--- src/logic/bsl_pkg.sv ---
// Purpose: constants for the boot strap latch
// Assumes: APB slave with 32-bit data, 250 MHz core clock
// Notes: offsets are byte addresses of aligned words
package bsl_pkg;
  // ==========================================================
  // register map
  localparam logic [7:0] BSL_OFS_STRAP = 8'h00;
  localparam logic [7:0] BSL_OFS_BOOT = 8'h04;
  localparam logic [7:0] BSL_OFS_POLICY = 8'h08;
  // ==========================================================
  // field positions in the strap status word
  localparam int BSL_BIT_AUX = 0;
  localparam int BSL_BIT_PRINT = 1;
  localparam int BSL_BIT_BOOTSEL = 2;
  // boot status word fields
  localparam int BSL_BIT_SPI = 0;
  localparam int BSL_BIT_DL = 1;
  localparam int BSL_BIT_INVALID = 2;
  localparam int BSL_BIT_LOG = 3;
  localparam int BSL_BIT_LATCHED = 4;
  // ==========================================================
  // reset values
  localparam logic [1:0] BSL_POLICY_RST = 2'h0;
  localparam logic [2:0] BSL_STRAP_RST = 3'h4;
  // ==========================================================
  // timing: strap hold window after enable rises
  localparam int BSL_CLK_MHZ = 250;
  localparam int BSL_HOLD_MS = 3;
  localparam int BSL_HOLD_CYC = BSL_HOLD_MS * 1000 * BSL_CLK_MHZ;
  // log policy codes
  typedef enum logic [1:0] {
    BSL_LOG_ON = 2'b00,
    BSL_LOG_IF_LOW = 2'b01,
    BSL_LOG_IF_HIGH = 2'b10,
    BSL_LOG_OFF = 2'b11
  } bsl_log_t;
endpackage

--- src/logic/bsl_pin_sync.sv ---
// Purpose: hand-off of strap pins between sampling and normal use
// Assumes: pins are synchronous to the clock
// Notes: pull-up on boot-select folded in as the undriven level
`timescale 1ns/1ns
module bsl_pin_sync
  import bsl_pkg::*;
(
  input wire logic clk,
  input wire logic rst,
  input wire logic [2:0] pin_in,
  input wire logic [2:0] pin_driven,
  input wire logic sampling,
  output logic [2:0] pin_level,
  output logic [2:0] func_in
);
  typedef struct packed {
    logic [2:0] level;
    logic [2:0] func;
  } bsl_pst_t;
  bsl_pst_t s_r, s_nxt;
  always_comb begin
    s_nxt = s_r;
    s_nxt.level = pin_in;
    // undriven boot-select reads high through its pull-up
    if (!pin_driven[BSL_BIT_BOOTSEL]) begin
      s_nxt.level[BSL_BIT_BOOTSEL] = 1'b1;
    end
    // function path stays quiet while the pins serve as straps
    s_nxt.func = sampling ? 3'h0 : s_nxt.level;
  end
  always_ff @(posedge clk) begin
    if (rst) begin
      s_r <= '{level: BSL_STRAP_RST, func: 3'h0};
    end else begin
      s_r <= s_nxt;
    end
  end
  assign pin_level = s_r.level;
  assign func_in = s_r.func;
endmodule

--- src/logic/bsl_top.sv ---
// Purpose: strap latch, boot decoder and log-print enable with APB access
// Assumes: RST is any system reset; CHIP_EN low means powered off
// Notes: straps are caught continuously while enable is low and through the hold window
//   a reset with enable high acts as a fresh enable rise and reloads the fuse policy
//   a software policy write lasts until the next enable rise
//
// Notes on behaviour
// - on every system reset sample each strap pin, keep until power-down.
// - boot-select strap reads 1 when left undriven (internal pull-up).
// - after reset the strap pins return to normal function, latch unchanged.
// - software reads the three latched strap bits in a status register.
// - aux and boot-select high gives SPI boot; aux, print high, select low: download.
// - two-bit policy: 0 on, 1 on if print low, 2 on if high, 3 off.
// - device runs while enable is high, stays off while it is low.
`timescale 1ns/1ns
module bsl_top
  import bsl_pkg::*;
#(
  parameter int HOLD_CYC = BSL_HOLD_CYC
)(
  input wire logic CORE_CLK,
  input wire logic RST,
  input wire logic CHIP_EN,
  input wire logic [2:0] STRAP_PIN_IN,
  input wire logic [2:0] STRAP_PIN_DRIVEN,
  input wire logic [1:0] LOG_POLICY,
  input wire logic PSEL,
  input wire logic PENABLE,
  input wire logic PWRITE,
  input wire logic [7:0] PADDR,
  input wire logic [31:0] PWDATA,
  output logic [31:0] PRDATA,
  output logic PREADY,
  output logic PSLVERR,
  output logic [2:0] STRAP_FUNC_IN,
  output logic BOOT_SPI,
  output logic BOOT_DOWNLOAD,
  output logic BOOT_LOG_EN,
  output logic STRAP_VALID
);
  // ==========================================================
  // state
  typedef struct packed {
    logic [2:0] strap;
    logic latched;
    logic sampling;
    logic [31:0] hold_cnt;
    logic [1:0] policy;
    logic [31:0] rdata;
    logic ready;
    logic slverr;
    logic spi;
    logic dl;
    logic log_en;
    logic en_q;
  } bsl_st_t;
  // reset image: straps at their pull defaults, sampling armed, bus idle
  localparam bsl_st_t st_rst = '{
    strap: BSL_STRAP_RST,
    latched: 1'b0,
    sampling: 1'b1,
    hold_cnt: 32'h0,
    policy: BSL_POLICY_RST,
    rdata: 32'h0,
    ready: 1'b0,
    slverr: 1'b0,
    spi: 1'b0,
    dl: 1'b0,
    log_en: 1'b0,
    en_q: 1'b0
  };
  bsl_st_t s_r, s_nxt;
  logic [2:0] pin_level;
  logic [2:0] func_in;
  logic in_reset;
  logic en_rise;
  logic hold_done;
  logic access;
  logic nxt_aux;
  logic nxt_print;
  logic nxt_sel;
  logic strap_invalid;
  logic addr_hit;
  logic [31:0] rd_word;
  logic [31:0] word_strap;
  logic [31:0] word_boot;
  logic [31:0] word_policy;
  bsl_log_t pol;
  // ==========================================================
  // pin hand-off
  bsl_pin_sync u_pins (
    .clk(CORE_CLK),
    .rst(RST),
    .pin_in(STRAP_PIN_IN),
    .pin_driven(STRAP_PIN_DRIVEN),
    .sampling(s_r.sampling),
    .pin_level(pin_level),
    .func_in(func_in)
  );
  // ==========================================================
  // next-state logic
  always_comb begin
    s_nxt = s_r;
    in_reset = !CHIP_EN;
    en_rise = CHIP_EN && !s_r.en_q;
    hold_done = s_r.hold_cnt >= 32'(HOLD_CYC - 1);
    access = PSEL && PENABLE && !s_r.ready;
    pol = bsl_log_t'(s_r.policy);
    s_nxt.en_q = CHIP_EN;
    // ==========================================================
    // strap capture
    // enable low: device off, latch open and cleared
    if (in_reset) begin
      s_nxt.latched = 1'b0;
      s_nxt.sampling = 1'b1;
      s_nxt.hold_cnt = 32'h0;
      s_nxt.strap = pin_level;
    end else if (s_r.sampling) begin
      // track the straps through the hold window, then freeze
      s_nxt.strap = pin_level;
      if (hold_done) begin
        s_nxt.sampling = 1'b0;
        s_nxt.latched = 1'b1;
      end else begin
        s_nxt.hold_cnt = s_r.hold_cnt + 32'h1;
      end
    end
    // ==========================================================
    // boot decode
    nxt_aux = s_nxt.strap[BSL_BIT_AUX];
    nxt_print = s_nxt.strap[BSL_BIT_PRINT];
    nxt_sel = s_nxt.strap[BSL_BIT_BOOTSEL];
    // spi boot ignores the print strap
    s_nxt.spi = nxt_aux && nxt_sel;
    s_nxt.dl = nxt_aux && nxt_print && !nxt_sel;
    // log print gate
    unique case (pol)
      BSL_LOG_ON: s_nxt.log_en = 1'b1;
      BSL_LOG_IF_LOW: s_nxt.log_en = !nxt_print;
      BSL_LOG_IF_HIGH: s_nxt.log_en = nxt_print;
      BSL_LOG_OFF: s_nxt.log_en = 1'b0;
    endcase
    // ==========================================================
    // register words, rebuilt each cycle from the live state
    word_strap = 32'h0;
    word_strap[BSL_BIT_AUX] = s_r.strap[BSL_BIT_AUX];
    word_strap[BSL_BIT_PRINT] = s_r.strap[BSL_BIT_PRINT];
    word_strap[BSL_BIT_BOOTSEL] = s_r.strap[BSL_BIT_BOOTSEL];
    // print and select both low is not a legal strap set
    strap_invalid = !s_r.strap[BSL_BIT_PRINT] && !s_r.strap[BSL_BIT_BOOTSEL];
    word_boot = 32'h0;
    word_boot[BSL_BIT_SPI] = s_r.spi;
    word_boot[BSL_BIT_DL] = s_r.dl;
    word_boot[BSL_BIT_INVALID] = strap_invalid;
    word_boot[BSL_BIT_LOG] = s_r.log_en;
    word_boot[BSL_BIT_LATCHED] = s_r.latched;
    word_policy = 32'h0;
    word_policy[1:0] = s_r.policy;
    // ==========================================================
    // address decode
    addr_hit = 1'b1;
    rd_word = 32'h0;
    unique case (PADDR)
      BSL_OFS_STRAP: begin
        rd_word = word_strap;
      end
      BSL_OFS_BOOT: begin
        rd_word = word_boot;
      end
      BSL_OFS_POLICY: begin
        rd_word = word_policy;
      end
      default: begin
        addr_hit = 1'b0;
      end
    endcase
    // ==========================================================
    // apb slave: one wait state, answer in the cycle after access
    s_nxt.ready = access;
    s_nxt.slverr = 1'b0;
    if (access) begin
      // unmapped words answer zero with an error
      s_nxt.slverr = !addr_hit;
      if (!PWRITE) begin
        s_nxt.rdata = rd_word;
      end else begin
        s_nxt.rdata = 32'h0;
      end
      // only the policy word takes writes; status words ignore them
      if (PWRITE && PADDR == BSL_OFS_POLICY) begin
        s_nxt.policy = PWDATA[1:0];
      end
    end
    // ==========================================================
    // fuse policy
    // each enable rise reloads the fuse field and beats a write in the same cycle
    if (en_rise) begin
      s_nxt.policy = LOG_POLICY;
    end
  end
  // ==========================================================
  // registers
  always_ff @(posedge CORE_CLK) begin
    if (RST) begin
      s_r <= st_rst;
    end else begin
      s_r <= s_nxt;
    end
  end
  // ==========================================================
  // outputs
  assign PRDATA = s_r.rdata;
  assign PREADY = s_r.ready;
  assign PSLVERR = s_r.slverr;
  assign STRAP_FUNC_IN = func_in;
  assign BOOT_SPI = s_r.spi;
  assign BOOT_DOWNLOAD = s_r.dl;
  assign BOOT_LOG_EN = s_r.log_en;
  assign STRAP_VALID = s_r.latched;
endmodule

--- config.mk ---
export PLATFORM = sky130hd
export DESIGN_NAME = bsl_top
export DESIGN_NICKNAME = d
export VERILOG_FILES = /design/src/logic/bsl_pkg.sv /design/src/logic/bsl_pin_sync.sv /design/src/logic/bsl_top.sv
export SDC_FILE = /design/constraint.sdc
export NUM_CORES = 1
export LEC_CHECK = 0
export BUFFER_PORTS_ARGS = -buffer_cell sky130_fd_sc_hd__buf_4
export CORE_ASPECT_RATIO = 0.8
export CORE_UTILIZATION = 35
export DETAILED_ROUTE_END_ITERATION = 10
export PLACE_DENSITY = 0.7
export SLEW_MARGIN = 20
export SYNTH_ARGS = -nofsm -noshare
export SYNTH_HDL_FRONTEND = slang
export SYNTH_HIERARCHICAL = 1
export SYNTH_SLANG_ARGS = --single-unit
--- constraint.sdc ---
create_clock -name CORE_CLK -period 3.2 [get_ports CORE_CLK]
set_input_delay 0.32 -clock CORE_CLK [delete_from_list [all_inputs] [get_ports CORE_CLK]]
set_output_delay 0.32 -clock CORE_CLK [all_outputs]
set_load 0.01 [all_outputs]
==> results of run 1 <==
[synthesized netlist by cell type, types with 2 or more instances]
library cell / count / area (sq um)
buf_4: 33 / 247.7
and3_1: 5 / 31.28
or3_1: 5 / 31.28
nand4_1: 9 / 56.30
nor4_4: 3 / 63.81
and2_1: 13 / 81.33
or4_1: 13 / 97.59
o21ai_0: 3 / 15.01
o211ai_1: 4 / 30.03
nor3b_1: 2 / 15.01
nor2_1: 16 / 60.06
o31ai_1: 10 / 75.07
nand3_1: 14 / 70.07
a211oi_1: 5 / 37.54
dfxtp_1: 56 / 1121
buf_2: 3 / 15.01
and4_1: 2 / 17.52
a21oi_1: 22 / 110.1
nand2b_1: 6 / 37.54
inv_1: 3 / 11.26
mux2i_1: 8 / 80.08
nand2_1: 17 / 63.81
nor2b_1: 4 / 25.02
clkbuf_1: 6 / 22.52
o21ai_1: 6 / 30.03
nor3_1: 6 / 30.03
[path summary, 6_finish.rpt]
check	endpoint	startpoint	cells past startpoint
setup / recovery	s_r[47]$_SDFFE_PP0P_	s_r[40]$_SDFFE_PP0P_	7
hold / removal	u_pins/pin_level[2]$_SDFF_PP1_	STRAP_PIN_IN[2]	3
setup reg to reg	s_r[47]$_SDFFE_PP0P_	s_r[40]$_SDFFE_PP0P_	7
hold reg to reg	PRDATA[0]$_SDFFE_PP0P_	PRDATA[0]$_SDFFE_PP0P_	2
[per-layer routing]
| layer | track usage | vias to the layer above | routed length [um] | part of all wire |
|---|---|---|---|---|
| li1 | - | 1048 | - | - |
| met1 | 0.1985 | 928 | 2567 | 0.52 |
| met2 | 0.1923 | 46 | 2154 | 0.44 |
| met3 | 0.02905 | 5 | 184 | 0.037 |
| met4 | 0.04925 | 0 | 42 | 0.0085 |
| met5 | 0 | - | 0 | 0 |
[layout by cell type, fill, tap and decap left out, drive strengths merged, types with 2 or more instances in the layout]
cell type and instances:
buf 39, or4 14, or3 6, a21oi 22, nor4 4, o21ai 9, nor3 6, nor2b 5
and3 5, nor3b 2, conb 27, clkbuf 7, nand2 17, dfxtp 56, and2 13, and4 2
nand3 14, nand2b 6, inv 3, nor2 16, o31ai 10, mux2i 8, o211ai 4, a211oi 5
nand4 10
[area by class of cell]
cell class              count  area share
multi-input cells         214      0.4424
well taps                  87     0.03723
repair buffers             39      0.1001
clock buffers               7     0.03295
inverters                   3    0.003851
flip-flops and latches     56      0.3834
[registers in the layout, summed over array words and instances (netlist names)]
signal / flops
s_r: 37
PRDATA: 5
u_pins/func_in: 3
u_pins/pin_level: 3
pol: 2
BOOT_DOWNLOAD: 1
BOOT_LOG_EN: 1
BOOT_SPI: 1
PREADY: 1
PSLVERR: 1
STRAP_VALID: 1
[power groups by stage]
stage               registers (mW)  logic [mW]  clock network (mW)
floorplan                    0.728      0.0686                   0
global placement             0.728      0.0775                   0
detailed placement           0.728      0.0785                   0
CTS                          0.712      0.0788               0.418
global route                 0.714      0.0887               0.443
finish                       0.712      0.0795               0.401
[kinds of logic (layout without fill, tap and decap cells)]
family / after synthesis / in the layout / share of synthesized area
AO/OA/AOI/OAI: 53 / 53 / 0.1235
XOR/XNOR: 2 / 2 / 0.006703
adder cells (fa/ha/maj): 1 / 1 / 0.004786
buffers and inverters: 45 / 49 / 0.1134
flip-flops: 56 / 56 / 0.4289
multiplexers: 8 / 8 / 0.03064
other: 1 / 27 / 0.001435
AND/OR/NAND/NOR: 123 / 123 / 0.2906
[critical path, cell delays in order (launching register included)]
cell and delay [ns]:
dfxtp_1 0.35, ha_1 0.25, nand4_1 0.11, a211oi_1 0.10, o31a_1 0.39, buf_4 0.24, or4_1 0.52, a21oi_1 0.16
[through the flow]
stage | utilization | cells | total power, mW
after floorplan | - | 315 | 0.7964
after global placement | 0.4005 | 399 | 0.8059
after detailed placement | 0.4005 | 399 | 0.8068
after CTS | 0.4141 | 406 | 1.209
after global routing | 0.4141 | 406 | 1.246
final | 0.4141 | 406 | 1.192
==> metrics.csv, run 1 <==
metric,value,unit
status,"finished, final reports clean",
post-route setup slack,1.020,ns
FF-to-FF setup slack,1.02,ns
Initial DRT Pass Iterations,4,
clock latency on the worst-skew pair,0.30,ns
DP Worst Slack,1.046,ns
type of destination of the critical path,flip-flop,
IO buf count,35,
Total Wirelength,4947,um
Startpoint Class,flip-flop,
Pint,931.9,uW
Async SR Flop Fraction,0,
chip width,98.62,um
I/O pins,95,
skew final,0.002943,ns
Sink Count,56,
HPWL Detailed,3633,um
final worst path period need,2.180,ns
Nets,374,
Critical Path AT,2.42,ns
Max Slew Vio Count,0,
syn avg cell area,9.044,sq um
Hold Path Class,in -> reg,
initial antenna violation count,0,
fill cell total of the finished layout,707,
YS warnings,6,
vias in the first global route,1789,
"CTS clk-pin slew, worst paths",0.09,ns
Die Area,7820,sq um
RSZ-0062 raised after global routing,no,
total CTS buffers,5,
multi-input logic area,1294,sq um
Root Buffer,clkbuf_8,
core footprint,7061,sq um
wire per inst,12.18,um
Area Overhead vs Synth,11.87,%
switching share of power,0.2185,
final period utilization,0.6814,
register area share after synthesis,0.4289,
CTS tree,done,
MaxCap Viol Count,0,
Global Route Usage Sum,0.1352,
GR Overflow Total,0,
share of layout cells above drive strength 1,0.1693,
Comb power frac,0.067,
clk buf depth,2,
hold_buf cts,0,
DR vias/cell,4.993,
Worst Path Required,3.44,ns
switching power,260.6,uW
GP Congestion,0.8145,
DR DRC count,0,
Initial Util,0.3702,
"EDFF count, synth",0,
post-cts resize count,0,
Final Setup Violations,0,
total area of sequential cells,1121,sq um
Leak,1.171,nW
CP Max Fanout,24,
first-pass GRT wire length,8383,um
#FFs+latches synth,56,
cells after synthesis,289,
WS Path Type,reg -> reg,
H-tree depth,2,
Setup TNS,0,ns
# diodes,0,
PwrDens,407.8,nW/um^2
synthesized area,2614,sq um
Fmax,458.6,MHz
Synth cell types,41,
Post-DRT Antenna Nets,0,
Rows,27,
Worst VDD drop,0.2691,mV
final hold viol count,0,
hold slack final,0.2166,ns
via count,2027,
clock share of power,0.336,
"Design Area, Final",2924,sq um
Post-synth top flop,dfxtp_1,
largest net degree at the start of global routing,25,
Initial DRC Count,108,
die height,79.30,um
part of the power in registers,0.597,
Placed Area,2828,sq um
setup bufs post-CTS,0,
(Power assumes the default switching activity.)
==> inputs of run 2 (changes only) <==
- PLACE_DENSITY: 0.7 -> 0.72
- clock period: 3.2 -> 1.85 ns (I/O delays scaled with it)
==> run 2 against run 1 <==
The flow now finishes with violations (negative setup slack). Power rose by 75%. Register-to-register slack got worse by 1.1 ns. Setup slack lost 1.1 ns. Clock skew grew 0.0072 ns. Sequential power increased by 73%. Global-route usage up 1.4 points.
==> metrics.csv, run 2 (synthesized netlist as in run 1, its figures left out) <==
metric,value,unit,change
Sink Count,56,,unchanged
skew final,0.01018,ns,+0.007242 ns
Total Wirelength,6093,um,+23%
IO buf count,35,,unchanged
Global Route Usage Sum,0.1495,,+0.01429
type of destination of the critical path,flip-flop,,
Largest Register,s_r,,
via count,2227,,+9.9%
Post-DRT Antenna Nets,0,,unchanged
WS Path Type,reg -> reg,,
Initial DRT Pass Iterations,4,,unchanged
wire per inst,14.10,um,+16%
Rows,27,,unchanged
Final Setup Violations,9,,+9
Initial DRC Count,135,,+25%
Fmax,506.0,MHz,+10%
most frequent cells in the layout,"buf_4 (60), dfxtp_1 (48), conb_1 (27)",,
Root Buffer,clkbuf_8,,
final worst path period need,1.976,ns,-0.2041 ns
H-tree depth,2,,unchanged
Worst VDD drop,0.4553,mV,+69%
first-pass GRT wire length,9135,um,+9.0%
I/O pins,95,,unchanged
CTS tree,done,,
PwrDens,633.3,nW/um^2,+55%
largest net degree at the start of global routing,25,,unchanged
Initial Util,0.3702,,unchanged
GR Overflow Total,0,,unchanged
core footprint,7061,sq um,unchanged
Area Overhead vs Synth,25.90,%,
Worst Path Required,2.10,ns,-1.34 ns
DR vias/cell,5.155,,+3.3%
die height,79.30,um,unchanged
MaxCap Viol Count,0,,unchanged
share of layout cells above drive strength 1,0.3159,,+0.1467
clk buf depth,2,,unchanged
vias in the first global route,1995,,+12%
Nets,399,,+6.7%
total CTS buffers,5,,unchanged
Critical Path AT,2.22,ns,-0.20 ns
initial antenna violation count,0,,unchanged
post-route setup slack,-0.1263,ns,-1.146 ns
clock latency on the worst-skew pair,0.31,ns,about the same
Leak,1.324,nW,+13%
status,finished with violations,,
chip width,98.62,um,unchanged
Hold Path Class,in -> reg,,
DR DRC count,0,,unchanged
"non-filler cells, final",432,,+6.4%
failing checks,negative setup slack,,
Startpoint Class,flip-flop,,
HPWL Detailed,3962,um,+9.1%
Largest register FFs,37,,unchanged
placed cell count,419,,+5.0%
GP Congestion,0.8251,,+1.3%
Die Area,7820,sq um,unchanged
fin util,0.4661,,+0.05192
RSZ-0062 raised after global routing,yes,,
CP Max Fanout,7,,-71%
# diodes,0,,unchanged
final period utilization,1.068,,+0.3869
Max Slew Vio Count,0,,unchanged
DP Worst Slack,-0.09814,ns,-1.144 ns
"commonest non-fill, non-tap cell in the layout",buf_4,,
final hold viol count,0,,unchanged
"CTS clk-pin slew, worst paths",0.10,ns,about the same
[run 2: what timing repair did]
item / 4_1_cts / 5_1_grt
setup buffers: 2 / 1
setup endpoints to repair: 13 / 19
resized for setup: 7 / 23
pin swaps: 7 / 10
gates cloned: 0 / 3
hold buffers: 0 / 0
[run 2: layer usage]
metal	track usage	vias up	routed length (um)	share of wire
li1	-	1099	-	-
met1	0.1986	1073	2889	0.47
met2	0.2331	51	2902	0.48
met3	0.04313	4	259	0.043
met5	0	-	0	0
met4	0.04925	0	42	0.0069
[run 2: final timing paths]
path	end	start	slack, ns	cells past startpoint
min reg2reg	PRDATA[0]$_SDFFE_PP0P_	PRDATA[0]$_SDFFE_PP0P_	0.47	2
max	s_r[55]$_SDFFE_PP0P_	s_r[42]$_SDFFE_PP0P_	-0.13	5
min	u_pins/pin_level[2]$_SDFF_PP1_	STRAP_PIN_IN[2]	0.08	3
max reg2reg	s_r[55]$_SDFFE_PP0P_	s_r[42]$_SDFFE_PP0P_	-0.13	5
[run 2: layout make-up]
class | instances | area [sq um]
multi-input combinational | 214 | 1410
sequential | 56 | 1131
clock inverter | 2 | 15.01
fill | 656 | 3770
clock buffer | 6 | 82.58
inverter | 3 | 11.26
timing repair buffer | 64 | 531.8
tap | 87 | 108.9
[run 2: power breakdown]
part,internal [mW],switching [mW]
Combinational,0.0617,0.0855
Sequential,1.22,0.0100
Clock,0.304,0.401
[run 2: worst max-delay path: stages, from the launching register on]
cell	delay (ns)
dfxtp_1	0.45
and4_1	0.27
nand4_1	0.19
or3_4	0.44
or4_4	0.42
a21oi_2	0.13
[run 2: metrics by stage]
step	hold slack [ns]	area [sq um]	total power, mW	TNS, ns
2_1_floorplan	0.2566	2721	1.378	0
3_3_place_gp	0.3941	3000	1.399	-0.4910
3_5_place_dp	0.4002	3000	1.401	-0.7114
4_1_cts	0.07537	3137	2.093	-0.2989
5_1_grt	0.07603	3291	2.172	-1.359
6_report	0.08093	3291	2.084	-0.7217
